## src/hdl/irq_bank_pkg.sv

```systemverilog
// Constants, layouts and carrier types of the interrupt flag and enable bank
package irq_bank_pkg;

  localparam int REG_W = 16;
  localparam int DATA_W = 32;
  localparam int ADDR_W = 8;
  localparam int EVT_W = 4;

  // Register byte offsets on the bus
  localparam logic [ADDR_W-1:0] OFF_FLAG_STATUS_THREE = 8'h00;
  localparam logic [ADDR_W-1:0] OFF_FLAG_STATUS_FOUR = 8'h04;
  localparam logic [ADDR_W-1:0] OFF_FLAG_STATUS_FIVE = 8'h08;
  localparam logic [ADDR_W-1:0] OFF_ENABLE_CONTROL_ZERO = 8'h0C;
  localparam logic [ADDR_W-1:0] OFF_EVT_STATUS = 8'h10;
  localparam logic [ADDR_W-1:0] OFF_EVT_CLEAR = 8'h14;
  localparam logic [ADDR_W-1:0] OFF_EVT_ENABLE = 8'h18;

  // Field positions, third flag register
  localparam int POS_CLOCK_CALENDAR_FLAG = 14;
  localparam int POS_EXT_IRQ4_FLAG = 6;
  localparam int POS_EXT_IRQ3_FLAG = 5;
  localparam int POS_I2C2_MASTER_FLAG = 2;
  localparam int POS_I2C2_SLAVE_FLAG = 1;
  // Fourth flag register
  localparam int POS_CHARGE_TIME_UNIT_FLAG = 13;
  localparam int POS_LOW_VOLTAGE_FLAG = 8;
  localparam int POS_CRC_GEN_FLAG = 3;
  localparam int POS_UART2_ERROR_FLAG = 2;
  localparam int POS_UART1_ERROR_FLAG = 1;
  // Fifth flag register
  localparam int POS_CAPTURE9_FLAG = 13;
  localparam int POS_COMPARE9_FLAG = 12;
  localparam int POS_SPI3_EVENT_FLAG = 11;
  localparam int POS_SPI3_FAULT_FLAG = 10;
  localparam int POS_UART4_TRANSMIT_FLAG = 9;
  localparam int POS_UART4_RECEIVE_FLAG = 8;
  localparam int POS_UART4_ERROR_FLAG = 7;
  localparam int POS_I2C3_MASTER_FLAG = 5;
  localparam int POS_I2C3_SLAVE_FLAG = 4;
  localparam int POS_UART3_TRANSMIT_FLAG = 3;
  localparam int POS_UART3_RECEIVE_FLAG = 2;
  localparam int POS_UART3_ERROR_FLAG = 1;
  // Enable register zero
  localparam int POS_ADC_DONE_ENABLE = 13;
  localparam int POS_UART1_TRANSMIT_ENABLE = 12;
  localparam int POS_UART1_RECEIVE_ENABLE = 11;
  localparam int POS_SPI1_DONE_ENABLE = 10;
  localparam int POS_SPI1_FAULT_ENABLE = 9;
  localparam int POS_TIMER3_IRQ_ENABLE = 8;
  localparam int POS_TIMER2_IRQ_ENABLE = 7;
  localparam int POS_COMPARE2_ENABLE = 6;
  localparam int POS_CAPTURE2_ENABLE = 5;
  localparam int POS_TIMER1_IRQ_ENABLE = 3;
  localparam int POS_COMPARE1_ENABLE = 2;
  localparam int POS_CAPTURE1_ENABLE = 1;
  localparam int POS_EXT_IRQ0_ENABLE = 0;

  // Implemented-bit masks
  localparam logic [REG_W-1:0] MASK_FLAG_STATUS_THREE = 16'h4066;
  localparam logic [REG_W-1:0] MASK_FLAG_STATUS_FOUR = 16'h210E;
  // Fifth: 13..7 and 5..1
  localparam logic [REG_W-1:0] MASK_FLAG_STATUS_FIVE = 16'h3FBE;
  // Enable zero: 13..5 and 3..0
  localparam logic [REG_W-1:0] MASK_ENABLE_CONTROL_ZERO = 16'h3FEF;

  // Values after reset
  localparam logic [REG_W-1:0] RST_REG = 16'h0000;
  localparam logic [EVT_W-1:0] RST_EVT = 4'h0;
  localparam logic [DATA_W-1:0] RST_DATA = 32'h0000_0000;

  // Event status bits
  localparam int EVT_NEW_THREE = 0;
  localparam int EVT_NEW_FOUR = 1;
  localparam int EVT_NEW_FIVE = 2;
  localparam int EVT_BUS_ERROR = 3;

  typedef enum logic {BUS_WAIT, BUS_ANSWER} bus_state_t;

  typedef struct packed {
    logic [REG_W-1:0] five;
    logic [REG_W-1:0] four;
    logic [REG_W-1:0] three;
  } flag_set_t;

  typedef struct packed {
    logic [REG_W-1:0] enable_zero;
    logic [REG_W-1:0] five;
    logic [REG_W-1:0] four;
    logic [REG_W-1:0] three;
  } flag_view_t;

endpackage

```

## src/hdl/flag_cell_bank.sv

```systemverilog
// One 16-bit bank of sticky, software-writable flag cells
`timescale 1ns/100ps
`default_nettype none
module flag_cell_bank
  import irq_bank_pkg::*;
#(
  parameter logic [REG_W-1:0] IMPL_MASK = 16'h0000
) (
  input wire logic i_clk,
  input wire logic i_rst,
  input wire logic i_ce,
  input wire logic [REG_W-1:0] i_set,
  input wire logic i_wr,
  input wire logic [REG_W-1:0] i_wlane,
  input wire logic [REG_W-1:0] i_wdata,
  output logic [REG_W-1:0] o_q
);

  genvar i;
  generate
    for (i = 0; i < REG_W; i++) begin : g_cell
      if (IMPL_MASK[i]) begin : g_impl
        logic cell_q;
        always_ff @(posedge i_clk) begin
          if (i_rst) begin
            cell_q <= RST_REG[i];
          end else if (i_ce) begin
            if (i_set[i]) begin
              cell_q <= 1'b1;
            end else if (i_wr && i_wlane[i]) begin
              cell_q <= i_wdata[i];
            end
          end
        end
        assign o_q[i] = cell_q;
      end else begin : g_none
        assign o_q[i] = 1'b0;
      end
    end
  endgenerate

endmodule // flag_cell_bank
`default_nettype wire

```

## src/hdl/interrupt_flag_enable_bank.sv

```systemverilog
// Interrupt flag and enable register bank with APB slave and event interrupt
`timescale 1ns/100ps
`default_nettype none
// Operation
// - Third flag register: bits 14, 6, 5, 2, 1 implemented.
// - Fourth flag register: bits 13, 8, 3, 2, 1 implemented.
// - Fifth flag register: bits 13 to 7 and 5 to 1 implemented.
// - Enable register zero: bits 13 to 5 and 3 to 0 implemented.
// - Flag reads one after its source requested, zero otherwise.
// - Enable one passes the source request; zero blocks it.
// - Software reads and writes every implemented flag and enable bit.
// - Unimplemented bits read zero and ignore writes.
// - Reset clears every flag and enable bit.
module interrupt_flag_enable_bank
  import irq_bank_pkg::*;
(
  input wire logic I_CLK_SYS,
  input wire logic I_RST,
  input wire logic I_CLK_EN,
  input wire logic I_PSEL,
  input wire logic I_PENABLE,
  input wire logic I_PWRITE,
  input wire logic [ADDR_W-1:0] I_PADDR,
  input wire logic [DATA_W-1:0] I_PWDATA,
  input wire logic [3:0] I_PSTRB,
  output logic O_PREADY,
  output logic [DATA_W-1:0] O_PRDATA,
  output logic O_PSLVERR,
  input wire flag_set_t I_FLAG_SET,
  input wire logic [REG_W-1:0] I_FLAG_ZERO,
  output flag_view_t O_FLAGS,
  output logic [REG_W-1:0] O_REQ_ZERO,
  output logic O_IRQ
);

  bus_state_t state_q;
  bus_state_t state_d;
  logic pready_q;
  logic pslverr_q;
  logic [DATA_W-1:0] prdata_q;
  logic [EVT_W-1:0] evt_stat_q;
  logic [EVT_W-1:0] evt_stat_d;
  logic [EVT_W-1:0] evt_en_q;
  logic [EVT_W-1:0] evt_set;
  logic [REG_W-1:0] req_q;
  logic irq_q;
  logic [REG_W-1:0] three_q;
  logic [REG_W-1:0] four_q;
  logic [REG_W-1:0] five_q;
  logic [REG_W-1:0] en0_q;

  // Address decode
  wire access = I_PSEL && I_PENABLE;
  wire first_cyc = access && (state_q == BUS_WAIT);
  wire fire = access && pready_q && I_CLK_EN;
  wire wr_fire = fire && I_PWRITE;
  wire hit_three = (I_PADDR == OFF_FLAG_STATUS_THREE);
  wire hit_four = (I_PADDR == OFF_FLAG_STATUS_FOUR);
  wire hit_five = (I_PADDR == OFF_FLAG_STATUS_FIVE);
  wire hit_en0 = (I_PADDR == OFF_ENABLE_CONTROL_ZERO);
  wire hit_stat = (I_PADDR == OFF_EVT_STATUS);
  wire hit_clr = (I_PADDR == OFF_EVT_CLEAR);
  wire hit_een = (I_PADDR == OFF_EVT_ENABLE);
  wire mapped = hit_three || hit_four || hit_five || hit_en0 || hit_stat || hit_clr || hit_een;
  wire [REG_W-1:0] wlane = {{8{I_PSTRB[1]}}, {8{I_PSTRB[0]}}};
  wire [REG_W-1:0] wdata16 = I_PWDATA[REG_W-1:0];
  wire [EVT_W-1:0] wevt = I_PWDATA[EVT_W-1:0] & {EVT_W{I_PSTRB[0]}};

  // Read selection
  // flags read back
  logic [REG_W-1:0] rd_val;
  always_comb begin
    if (hit_three) begin
      rd_val = three_q;
    end else if (hit_four) begin
      rd_val = four_q;
    end else if (hit_five) begin
      rd_val = five_q;
    end else if (hit_en0) begin
      rd_val = en0_q;
    end else if (hit_stat) begin
      rd_val = {{(REG_W-EVT_W){1'b0}}, evt_stat_q};
    end else if (hit_een) begin
      rd_val = {{(REG_W-EVT_W){1'b0}}, evt_en_q};
    end else begin
      rd_val = RST_REG;
    end
  end

  // Bus handshake: one wait cycle, then answer
  always_comb begin
    case (state_q)
      BUS_WAIT: state_d = first_cyc ? BUS_ANSWER : BUS_WAIT;
      BUS_ANSWER: state_d = BUS_WAIT;
      default: state_d = BUS_WAIT;
    endcase
  end

  always_ff @(posedge I_CLK_SYS) begin
    if (I_RST) begin
      state_q <= BUS_WAIT;
      pready_q <= 1'b0;
      pslverr_q <= 1'b0;
      prdata_q <= RST_DATA;
    end else if (I_CLK_EN) begin
      state_q <= state_d;
      pready_q <= first_cyc;
      pslverr_q <= first_cyc && !mapped;
      prdata_q <= (first_cyc && !I_PWRITE) ? {{(DATA_W-REG_W){1'b0}}, rd_val} : RST_DATA;
    end
  end

  flag_cell_bank #(.IMPL_MASK(MASK_FLAG_STATUS_THREE)) u_three (
    .i_clk(I_CLK_SYS), .i_rst(I_RST), .i_ce(I_CLK_EN), .i_set(I_FLAG_SET.three),
    .i_wr(wr_fire && hit_three), .i_wlane(wlane), .i_wdata(wdata16), .o_q(three_q)
  );
  flag_cell_bank #(.IMPL_MASK(MASK_FLAG_STATUS_FOUR)) u_four (
    .i_clk(I_CLK_SYS), .i_rst(I_RST), .i_ce(I_CLK_EN), .i_set(I_FLAG_SET.four),
    .i_wr(wr_fire && hit_four), .i_wlane(wlane), .i_wdata(wdata16), .o_q(four_q)
  );
  flag_cell_bank #(.IMPL_MASK(MASK_FLAG_STATUS_FIVE)) u_five (
    .i_clk(I_CLK_SYS), .i_rst(I_RST), .i_ce(I_CLK_EN), .i_set(I_FLAG_SET.five),
    .i_wr(wr_fire && hit_five), .i_wlane(wlane), .i_wdata(wdata16), .o_q(five_q)
  );
  flag_cell_bank #(.IMPL_MASK(MASK_ENABLE_CONTROL_ZERO)) u_en0 (
    .i_clk(I_CLK_SYS), .i_rst(I_RST), .i_ce(I_CLK_EN), .i_set(RST_REG),
    .i_wr(wr_fire && hit_en0), .i_wlane(wlane), .i_wdata(wdata16), .o_q(en0_q)
  );

  // Events: a flag newly raised by hardware, or an unmapped access
  assign evt_set[EVT_NEW_THREE] = |(I_FLAG_SET.three & ~three_q & MASK_FLAG_STATUS_THREE);
  assign evt_set[EVT_NEW_FOUR] = |(I_FLAG_SET.four & ~four_q & MASK_FLAG_STATUS_FOUR);
  assign evt_set[EVT_NEW_FIVE] = |(I_FLAG_SET.five & ~five_q & MASK_FLAG_STATUS_FIVE);
  assign evt_set[EVT_BUS_ERROR] = fire && !mapped;
  assign evt_stat_d = (evt_stat_q & ~((wr_fire && hit_clr) ? wevt : RST_EVT)) | evt_set;

  always_ff @(posedge I_CLK_SYS) begin
    if (I_RST) begin
      evt_stat_q <= RST_EVT;
      evt_en_q <= RST_EVT;
      irq_q <= 1'b0;
    end else if (I_CLK_EN) begin
      evt_stat_q <= evt_stat_d;
      if (wr_fire && hit_een) begin
        evt_en_q <= wevt;
      end
      irq_q <= |(evt_stat_d & ((wr_fire && hit_een) ? wevt : evt_en_q));
    end
  end

  always_ff @(posedge I_CLK_SYS) begin
    if (I_RST) begin
      req_q <= RST_REG;
    end else if (I_CLK_EN) begin
      req_q <= I_FLAG_ZERO & en0_q;
    end
  end

  assign O_PREADY = pready_q;
  assign O_PSLVERR = pslverr_q;
  assign O_PRDATA = prdata_q;
  assign O_FLAGS = '{enable_zero: en0_q, five: five_q, four: four_q, three: three_q};
  assign O_REQ_ZERO = req_q;
  assign O_IRQ = irq_q;

  // Assertions
  property p_three_layout;
    @(posedge I_CLK_SYS) disable iff (I_RST)
      (three_q & ~MASK_FLAG_STATUS_THREE) == RST_REG;
  endproperty
  a_three_layout: assert property (p_three_layout) else $error("third flag stray bit");

  property p_four_layout;
    @(posedge I_CLK_SYS) disable iff (I_RST)
      (four_q & ~MASK_FLAG_STATUS_FOUR) == RST_REG;
  endproperty
  a_four_layout: assert property (p_four_layout) else $error("fourth flag stray bit");

  property p_five_layout;
    @(posedge I_CLK_SYS) disable iff (I_RST)
      (five_q & ~MASK_FLAG_STATUS_FIVE) == RST_REG;
  endproperty
  a_five_layout: assert property (p_five_layout) else $error("fifth flag stray bit");

  property p_en0_write;
    @(posedge I_CLK_SYS) disable iff (I_RST)
      (wr_fire && hit_en0 && I_PSTRB[1:0] == 2'b11) |=>
        en0_q == ($past(wdata16) & MASK_ENABLE_CONTROL_ZERO);
  endproperty
  a_en0_write: assert property (p_en0_write) else $error("enable write lost");

  property p_flag_set;
    @(posedge I_CLK_SYS) disable iff (I_RST)
      (I_CLK_EN && I_FLAG_SET.three[POS_CLOCK_CALENDAR_FLAG]) |=>
        three_q[POS_CLOCK_CALENDAR_FLAG] ##1 (three_q[POS_CLOCK_CALENDAR_FLAG] || $past(fire));
  endproperty
  a_flag_set: assert property (p_flag_set) else $error("flag not set by event");

  property p_req_gate;
    @(posedge I_CLK_SYS) disable iff (I_RST)
      I_CLK_EN |=> O_REQ_ZERO == ($past(I_FLAG_ZERO) & $past(en0_q));
  endproperty
  a_req_gate: assert property (p_req_gate) else $error("request not gated");

  property p_flag_write;
    @(posedge I_CLK_SYS) disable iff (I_RST)
      (wr_fire && hit_four && I_PSTRB[1:0] == 2'b11 && I_FLAG_SET.four == RST_REG) |=>
        four_q == ($past(wdata16) & MASK_FLAG_STATUS_FOUR);
  endproperty
  a_flag_write: assert property (p_flag_write) else $error("flag write lost");

  property p_unmapped_zero;
    @(posedge I_CLK_SYS) disable iff (I_RST)
      (O_PREADY && !I_PWRITE) |-> O_PRDATA[DATA_W-1:REG_W] == 16'h0000
        && (!O_PSLVERR || O_PRDATA == RST_DATA);
  endproperty
  a_unmapped_zero: assert property (p_unmapped_zero) else $error("upper read bits set");

  property p_reset_clear;
    @(posedge I_CLK_SYS) disable iff (I_RST)
      $fell(I_RST) |-> (three_q == RST_REG && four_q == RST_REG && five_q == RST_REG
        && en0_q == RST_REG && !O_IRQ);
  endproperty
  a_reset_clear: assert property (p_reset_clear) else $error("state not cleared");

  property p_sticky;
    @(posedge I_CLK_SYS) disable iff (I_RST)
      !(wr_fire && hit_five) |=> (five_q & $past(five_q)) == $past(five_q);
  endproperty
  a_sticky: assert property (p_sticky) else $error("flag dropped without write");

  property p_ready_timing;
    @(posedge I_CLK_SYS) disable iff (I_RST)
      (first_cyc && I_CLK_EN) |=> O_PREADY ##1 !O_PREADY;
  endproperty
  a_ready_timing: assert property (p_ready_timing) else $error("ready timing wrong");

  property p_three_write;
    @(posedge I_CLK_SYS) disable iff (I_RST)
      (wr_fire && hit_three && I_PSTRB[1:0] == 2'b11 && I_FLAG_SET.three == RST_REG) |=>
        three_q == ($past(wdata16) & MASK_FLAG_STATUS_THREE);
  endproperty
  a_three_write: assert property (p_three_write) else $error("third flag write lost");

  property p_five_write;
    @(posedge I_CLK_SYS) disable iff (I_RST)
      (wr_fire && hit_five && I_PSTRB[1:0] == 2'b11 && I_FLAG_SET.five == RST_REG) |=>
        five_q == ($past(wdata16) & MASK_FLAG_STATUS_FIVE);
  endproperty
  a_five_write: assert property (p_five_write) else $error("fifth flag write lost");

  property p_en0_hold;
    @(posedge I_CLK_SYS) disable iff (I_RST)
      !(wr_fire && hit_en0) |=> en0_q == $past(en0_q);
  endproperty
  a_en0_hold: assert property (p_en0_hold) else $error("enable changed without write");

  property p_set_wins;
    @(posedge I_CLK_SYS) disable iff (I_RST)
      (I_CLK_EN && I_FLAG_SET.five[POS_CAPTURE9_FLAG]) |=> five_q[POS_CAPTURE9_FLAG];
  endproperty
  a_set_wins: assert property (p_set_wins) else $error("set lost against write");

  property p_irq_level;
    @(posedge I_CLK_SYS) disable iff (I_RST)
      O_IRQ == |(evt_stat_q & evt_en_q);
  endproperty
  a_irq_level: assert property (p_irq_level) else $error("interrupt level wrong");

  property p_lane_keep;
    @(posedge I_CLK_SYS) disable iff (I_RST)
      (wr_fire && hit_three && I_PSTRB[1:0] == 2'b01 && I_FLAG_SET.three == RST_REG) |=>
        three_q[15:8] == $past(three_q[15:8]);
  endproperty
  a_lane_keep: assert property (p_lane_keep) else $error("masked lane written");

  property p_four_sticky;
    @(posedge I_CLK_SYS) disable iff (I_RST)
      !(wr_fire && hit_four) |=> (four_q & $past(four_q)) == $past(four_q);
  endproperty
  a_four_sticky: assert property (p_four_sticky) else $error("flag dropped without write");

  property p_err_event;
    @(posedge I_CLK_SYS) disable iff (I_RST)
      (fire && !mapped) |=> evt_stat_q[EVT_BUS_ERROR];
  endproperty
  a_err_event: assert property (p_err_event) else $error("bus error event lost");

  c_flag_set: cover property (@(posedge I_CLK_SYS) disable iff (I_RST) $rose(five_q[13]));
  c_sw_clear: cover property (@(posedge I_CLK_SYS) disable iff (I_RST) $fell(three_q[14]));
  c_irq: cover property (@(posedge I_CLK_SYS) disable iff (I_RST) $rose(O_IRQ));
  c_bus_err: cover property (@(posedge I_CLK_SYS) disable iff (I_RST) O_PREADY && O_PSLVERR);
  c_lane_write: cover property (@(posedge I_CLK_SYS) disable iff (I_RST)
    wr_fire && I_PSTRB[1:0] == 2'b01);

endmodule // interrupt_flag_enable_bank
`default_nettype wire

```

## config.mk

```make
export PLATFORM = sky130hd
export DESIGN_NAME = interrupt_flag_enable_bank
export DESIGN_NICKNAME = d
export VERILOG_FILES = /design/src/hdl/irq_bank_pkg.sv /design/src/hdl/flag_cell_bank.sv /design/src/hdl/interrupt_flag_enable_bank.sv
export SDC_FILE = /design/constraint.sdc
export NUM_CORES = 1
export LEC_CHECK = 0
export ABC_AREA = 1
export BUFFER_PORTS_ARGS = -buffer_cell sky130_fd_sc_hd__buf_2
export CAP_MARGIN = 0
export CORE_UTILIZATION = 42
export CTS_CLUSTER_SIZE = 24
export DETAILED_ROUTE_END_ITERATION = 10
export PLACE_DENSITY = 0.75
export SKIP_CTS_REPAIR_TIMING = 1
export SLEW_MARGIN = 20
export SYNTH_ARGS = -nofsm -noshare
export SYNTH_HDL_FRONTEND = slang
export SYNTH_SLANG_ARGS = --single-unit
```

## constraint.sdc

```tcl
create_clock -name I_CLK_SYS -period 1.4 [get_ports I_CLK_SYS]
set_input_delay 0.14 -clock I_CLK_SYS [delete_from_list [all_inputs] [get_ports I_CLK_SYS]]
set_output_delay 0.14 -clock I_CLK_SYS [all_outputs]
set_load 0.01 [all_outputs]
```

==> impl_metrics.env <==
export IMPL_placed_cells=905
export IMPL_design_area_um2=5520
export IMPL_syn_to_final_growth_pct=23.7
export IMPL_worst_setup_path_end_kind="flop"
export IMPL_n_antenna_cell=0
export IMPL_die_width_um=105
export IMPL_worstPathRequired_ns=1.65
export IMPL_clk_path_buf_depth=2
export IMPL_pwr_share_clk_pct=36.9
export IMPL_cts_tree="done"
export IMPL_skew_ns=0.0102
export IMPL_drc_errors=0
export IMPL_drv_slew=0
export IMPL_wl_per_cell_um=14.0
export IMPL_io_pins=229
export IMPL_worst_slack_ns=-0.0998
export IMPL_nFillCells=1049
export IMPL_syn_avg_cell_area_um2=6.96
export IMPL_synth_area_um2=4470
export IMPL_power_density_nw_per_um2=850
export IMPL_dpl_cell_area_um2=5190
export IMPL_syn_inst=642
export IMPL_dpl_worst_slack_ns=-0.111
export IMPL_avgViaCountPerCell=4.87
export IMPL_hold_violations=0
export IMPL_cts_root_buffer="clkbuf_8"
export IMPL_final_util_pct=53.5
export IMPL_clkTransAtPathRegs_ns=0.08
export IMPL_rsz0062_at_grt="true"
export IMPL_first_global_vias=3982
export IMPL_p_seq_share_pct=47.5
export IMPL_die_h_um=105
export IMPL_post_route_period_util_pct=107
export IMPL_grt_ovfl_total=0
export IMPL_fin_setup_tns_ns=-0.223
export IMPL_whs_ns=0.0259
export IMPL_dieArea_um2=11100
export IMPL_first_iter_violations=274
export IMPL_critPathKind="flop to flop"
export IMPL_yosysSeqAreaShare_pct=33.2
export IMPL_startpoint_type="flop"
export IMPL_drive_above_1_share_pct=34.5
export IMPL_nets=895
export IMPL_ys_ff_latch=74
export IMPL_max_vdd_ir_drop_mv=0.415
export IMPL_total_leakage_power_nw=2.72
export IMPL_power_switching_mw=1.33
export IMPL_setup_viol=9
export IMPL_stdcell_count=921
export IMPL_ant_nets=0
export IMPL_port_buffers=131
export IMPL_grt_use_total_pct=23.4
export IMPL_internal_power_mw=3.36
export IMPL_hold_class="primary input to flop"
export IMPL_antenna_found_initial=0
export IMPL_place_congestion=0.912
export IMPL_violations="setup timing"
export IMPL_first_pass_iters=5
export IMPL_num_rows=37
export IMPL_initial_utilization_pct=43.3
export IMPL_clk_latency_ns=0.35
export IMPL_ys_types=35
export IMPL_dp_hpwl_um=9850
export IMPL_max_clock_freq_ghz=0.667
export IMPL_status="finished with violations"
export IMPL_cts_inserted_buffers=9
export IMPL_critical_path_peak_fanout=13
export IMPL_total_power_mw=4.69
export IMPL_yosysWarnings=0
export IMPL_core_area_um2=10300
export IMPL_clock_sinks=74
export IMPL_switching_share_pct=28.3
export IMPL_grt_max_degree=25
export IMPL_grt_pass1_wl_um=20100
export IMPL_max_cap_violations=0
export IMPL_vias=4485
export IMPL_htree_levels=3
export IMPL_cp_arrival_ns=1.75
export IMPL_fin_crit_ns=1.50
export IMPL_drt_total_wl_um=12900
export IMPL_pwr_share_comb_pct=15.6
sequential cells by signal (all words and copies together) (netlist names), 4 cells and up:
register / flops
u_five.g_cell.g_impl.cell_q: 12
evt_en_q: 4
u_three.g_cell.g_impl.cell_q: 5
evt_stat_q: 4
O_PRDATA: 15
u_four.g_cell.g_impl.cell_q: 5
O_REQ_ZERO: 13
u_en0.g_cell.g_impl.cell_q: 13
worst paths after layout:
kind                                                start                     endpoint  slack, ns  cells after the start
worst max-delay path                 state_q$_SDFFE_PP0P_           O_IRQ$_SDFFE_PP0P_       -0.1                     10
worst min-delay path                      I_FLAG_ZERO[13]  O_REQ_ZERO[13]$_SDFFE_PP0P_       0.03                      3
worst max register to register       state_q$_SDFFE_PP0P_           O_IRQ$_SDFFE_PP0P_       -0.1                     10
worst min register to register  O_PRDATA[14]$_SDFFE_PP0P_    O_PRDATA[14]$_SDFFE_PP0P_       0.46                      2
Yosys cell counts, drive strengths merged:
master / n / area (um^2)
nand4: 4 / 25.0
buf: 94 / 703
a31oi: 2 / 12.5
dfxtp: 74 / 1480
a211oi: 6 / 75.1
o21ai: 48 / 240
inv: 70 / 265
and2: 1 / 6.26
a21oi: 67 / 369
or2: 2 / 12.5
nand2: 124 / 483
o211ai: 3 / 22.5
nor4: 12 / 75.1
clkbuf: 12 / 45.0
o22ai: 7 / 43.8
nor3: 4 / 36.3
conb: 1 / 3.75
nand3b: 5 / 37.5
nor2: 81 / 342
nand3: 25 / 188
critical path, cell delays in order (launching register included):
cell and delay, ns:
dfxtp_2 0.36, inv_2 0.05, nor3_4 0.14, buf_12 0.17, nand2_2 0.12, nand2_1 0.12
nand3_1 0.08, nand2_1 0.08, nand2_1 0.08, nor2_2 0.14, nor2_1 0.05
power groups by stage:
stage,logic [mW],registers [mW],clock network [mW]
6_report,0.731,2.23,1.73
2_1_floorplan,0.516,2.28,0
5_1_grt,0.811,2.24,1.85
3_5_place_dp,0.701,2.28,0
4_1_cts,0.705,2.23,1.75
3_3_place_gp,0.693,2.28,0
metal layers:
layer	GRT usage [%]	vias to the layer above	share of wire, %
li1	-	2219	-
met1	30.2	2048	44
met2	38.9	201	47
met3	4.74	17	7.1
met4	7.95	0	1.6
met5	0	-	0
kinds of logic after synthesis:
family	synth area share, %
flip-flops	33.2
buffers and inverters	22.7
AND/OR/NAND/NOR	27.0
other	0.0840
AO/OA/AOI/OAI	17.1
cells in the final DEF, fill, tap and decap left out, types with 2 or more instances in the layout:
master	count
nor2_4	5
a21oi_1	45
o21ai_1	11
nand2_2	5
dfxtp_1	73
nor4_2	7
nand2_1	118
inv_1	64
o211ai_1	3
a211oi_2	6
buf_12	5
buf_2	131
nor4_1	5
or2_2	2
nand4_1	4
a31oi_1	2
nor2_2	5
nand3_1	17
buf_4	49
clkbuf_8	11
nand3_2	5
nand3b_1	5
nor3_1	2
inv_4	2
nor2_1	71
nand3_4	4
o21ai_0	37
inv_2	4
o22ai_1	7
a21oi_2	22
conb_1	49
final cells by class:
cell class	instances	area (um^2)	share of cell area, %
clock buffer	11	151	2.74
clock inverter	4	51.3	0.929
timing repair buffer	185	1120	20.3
multi-input combinational	441	2280	41.2
sequential	74	1480	26.8
inverter	70	268	4.85
tap	136	170	3.08
No activity file was read; power rests on OpenSTA's default activity.
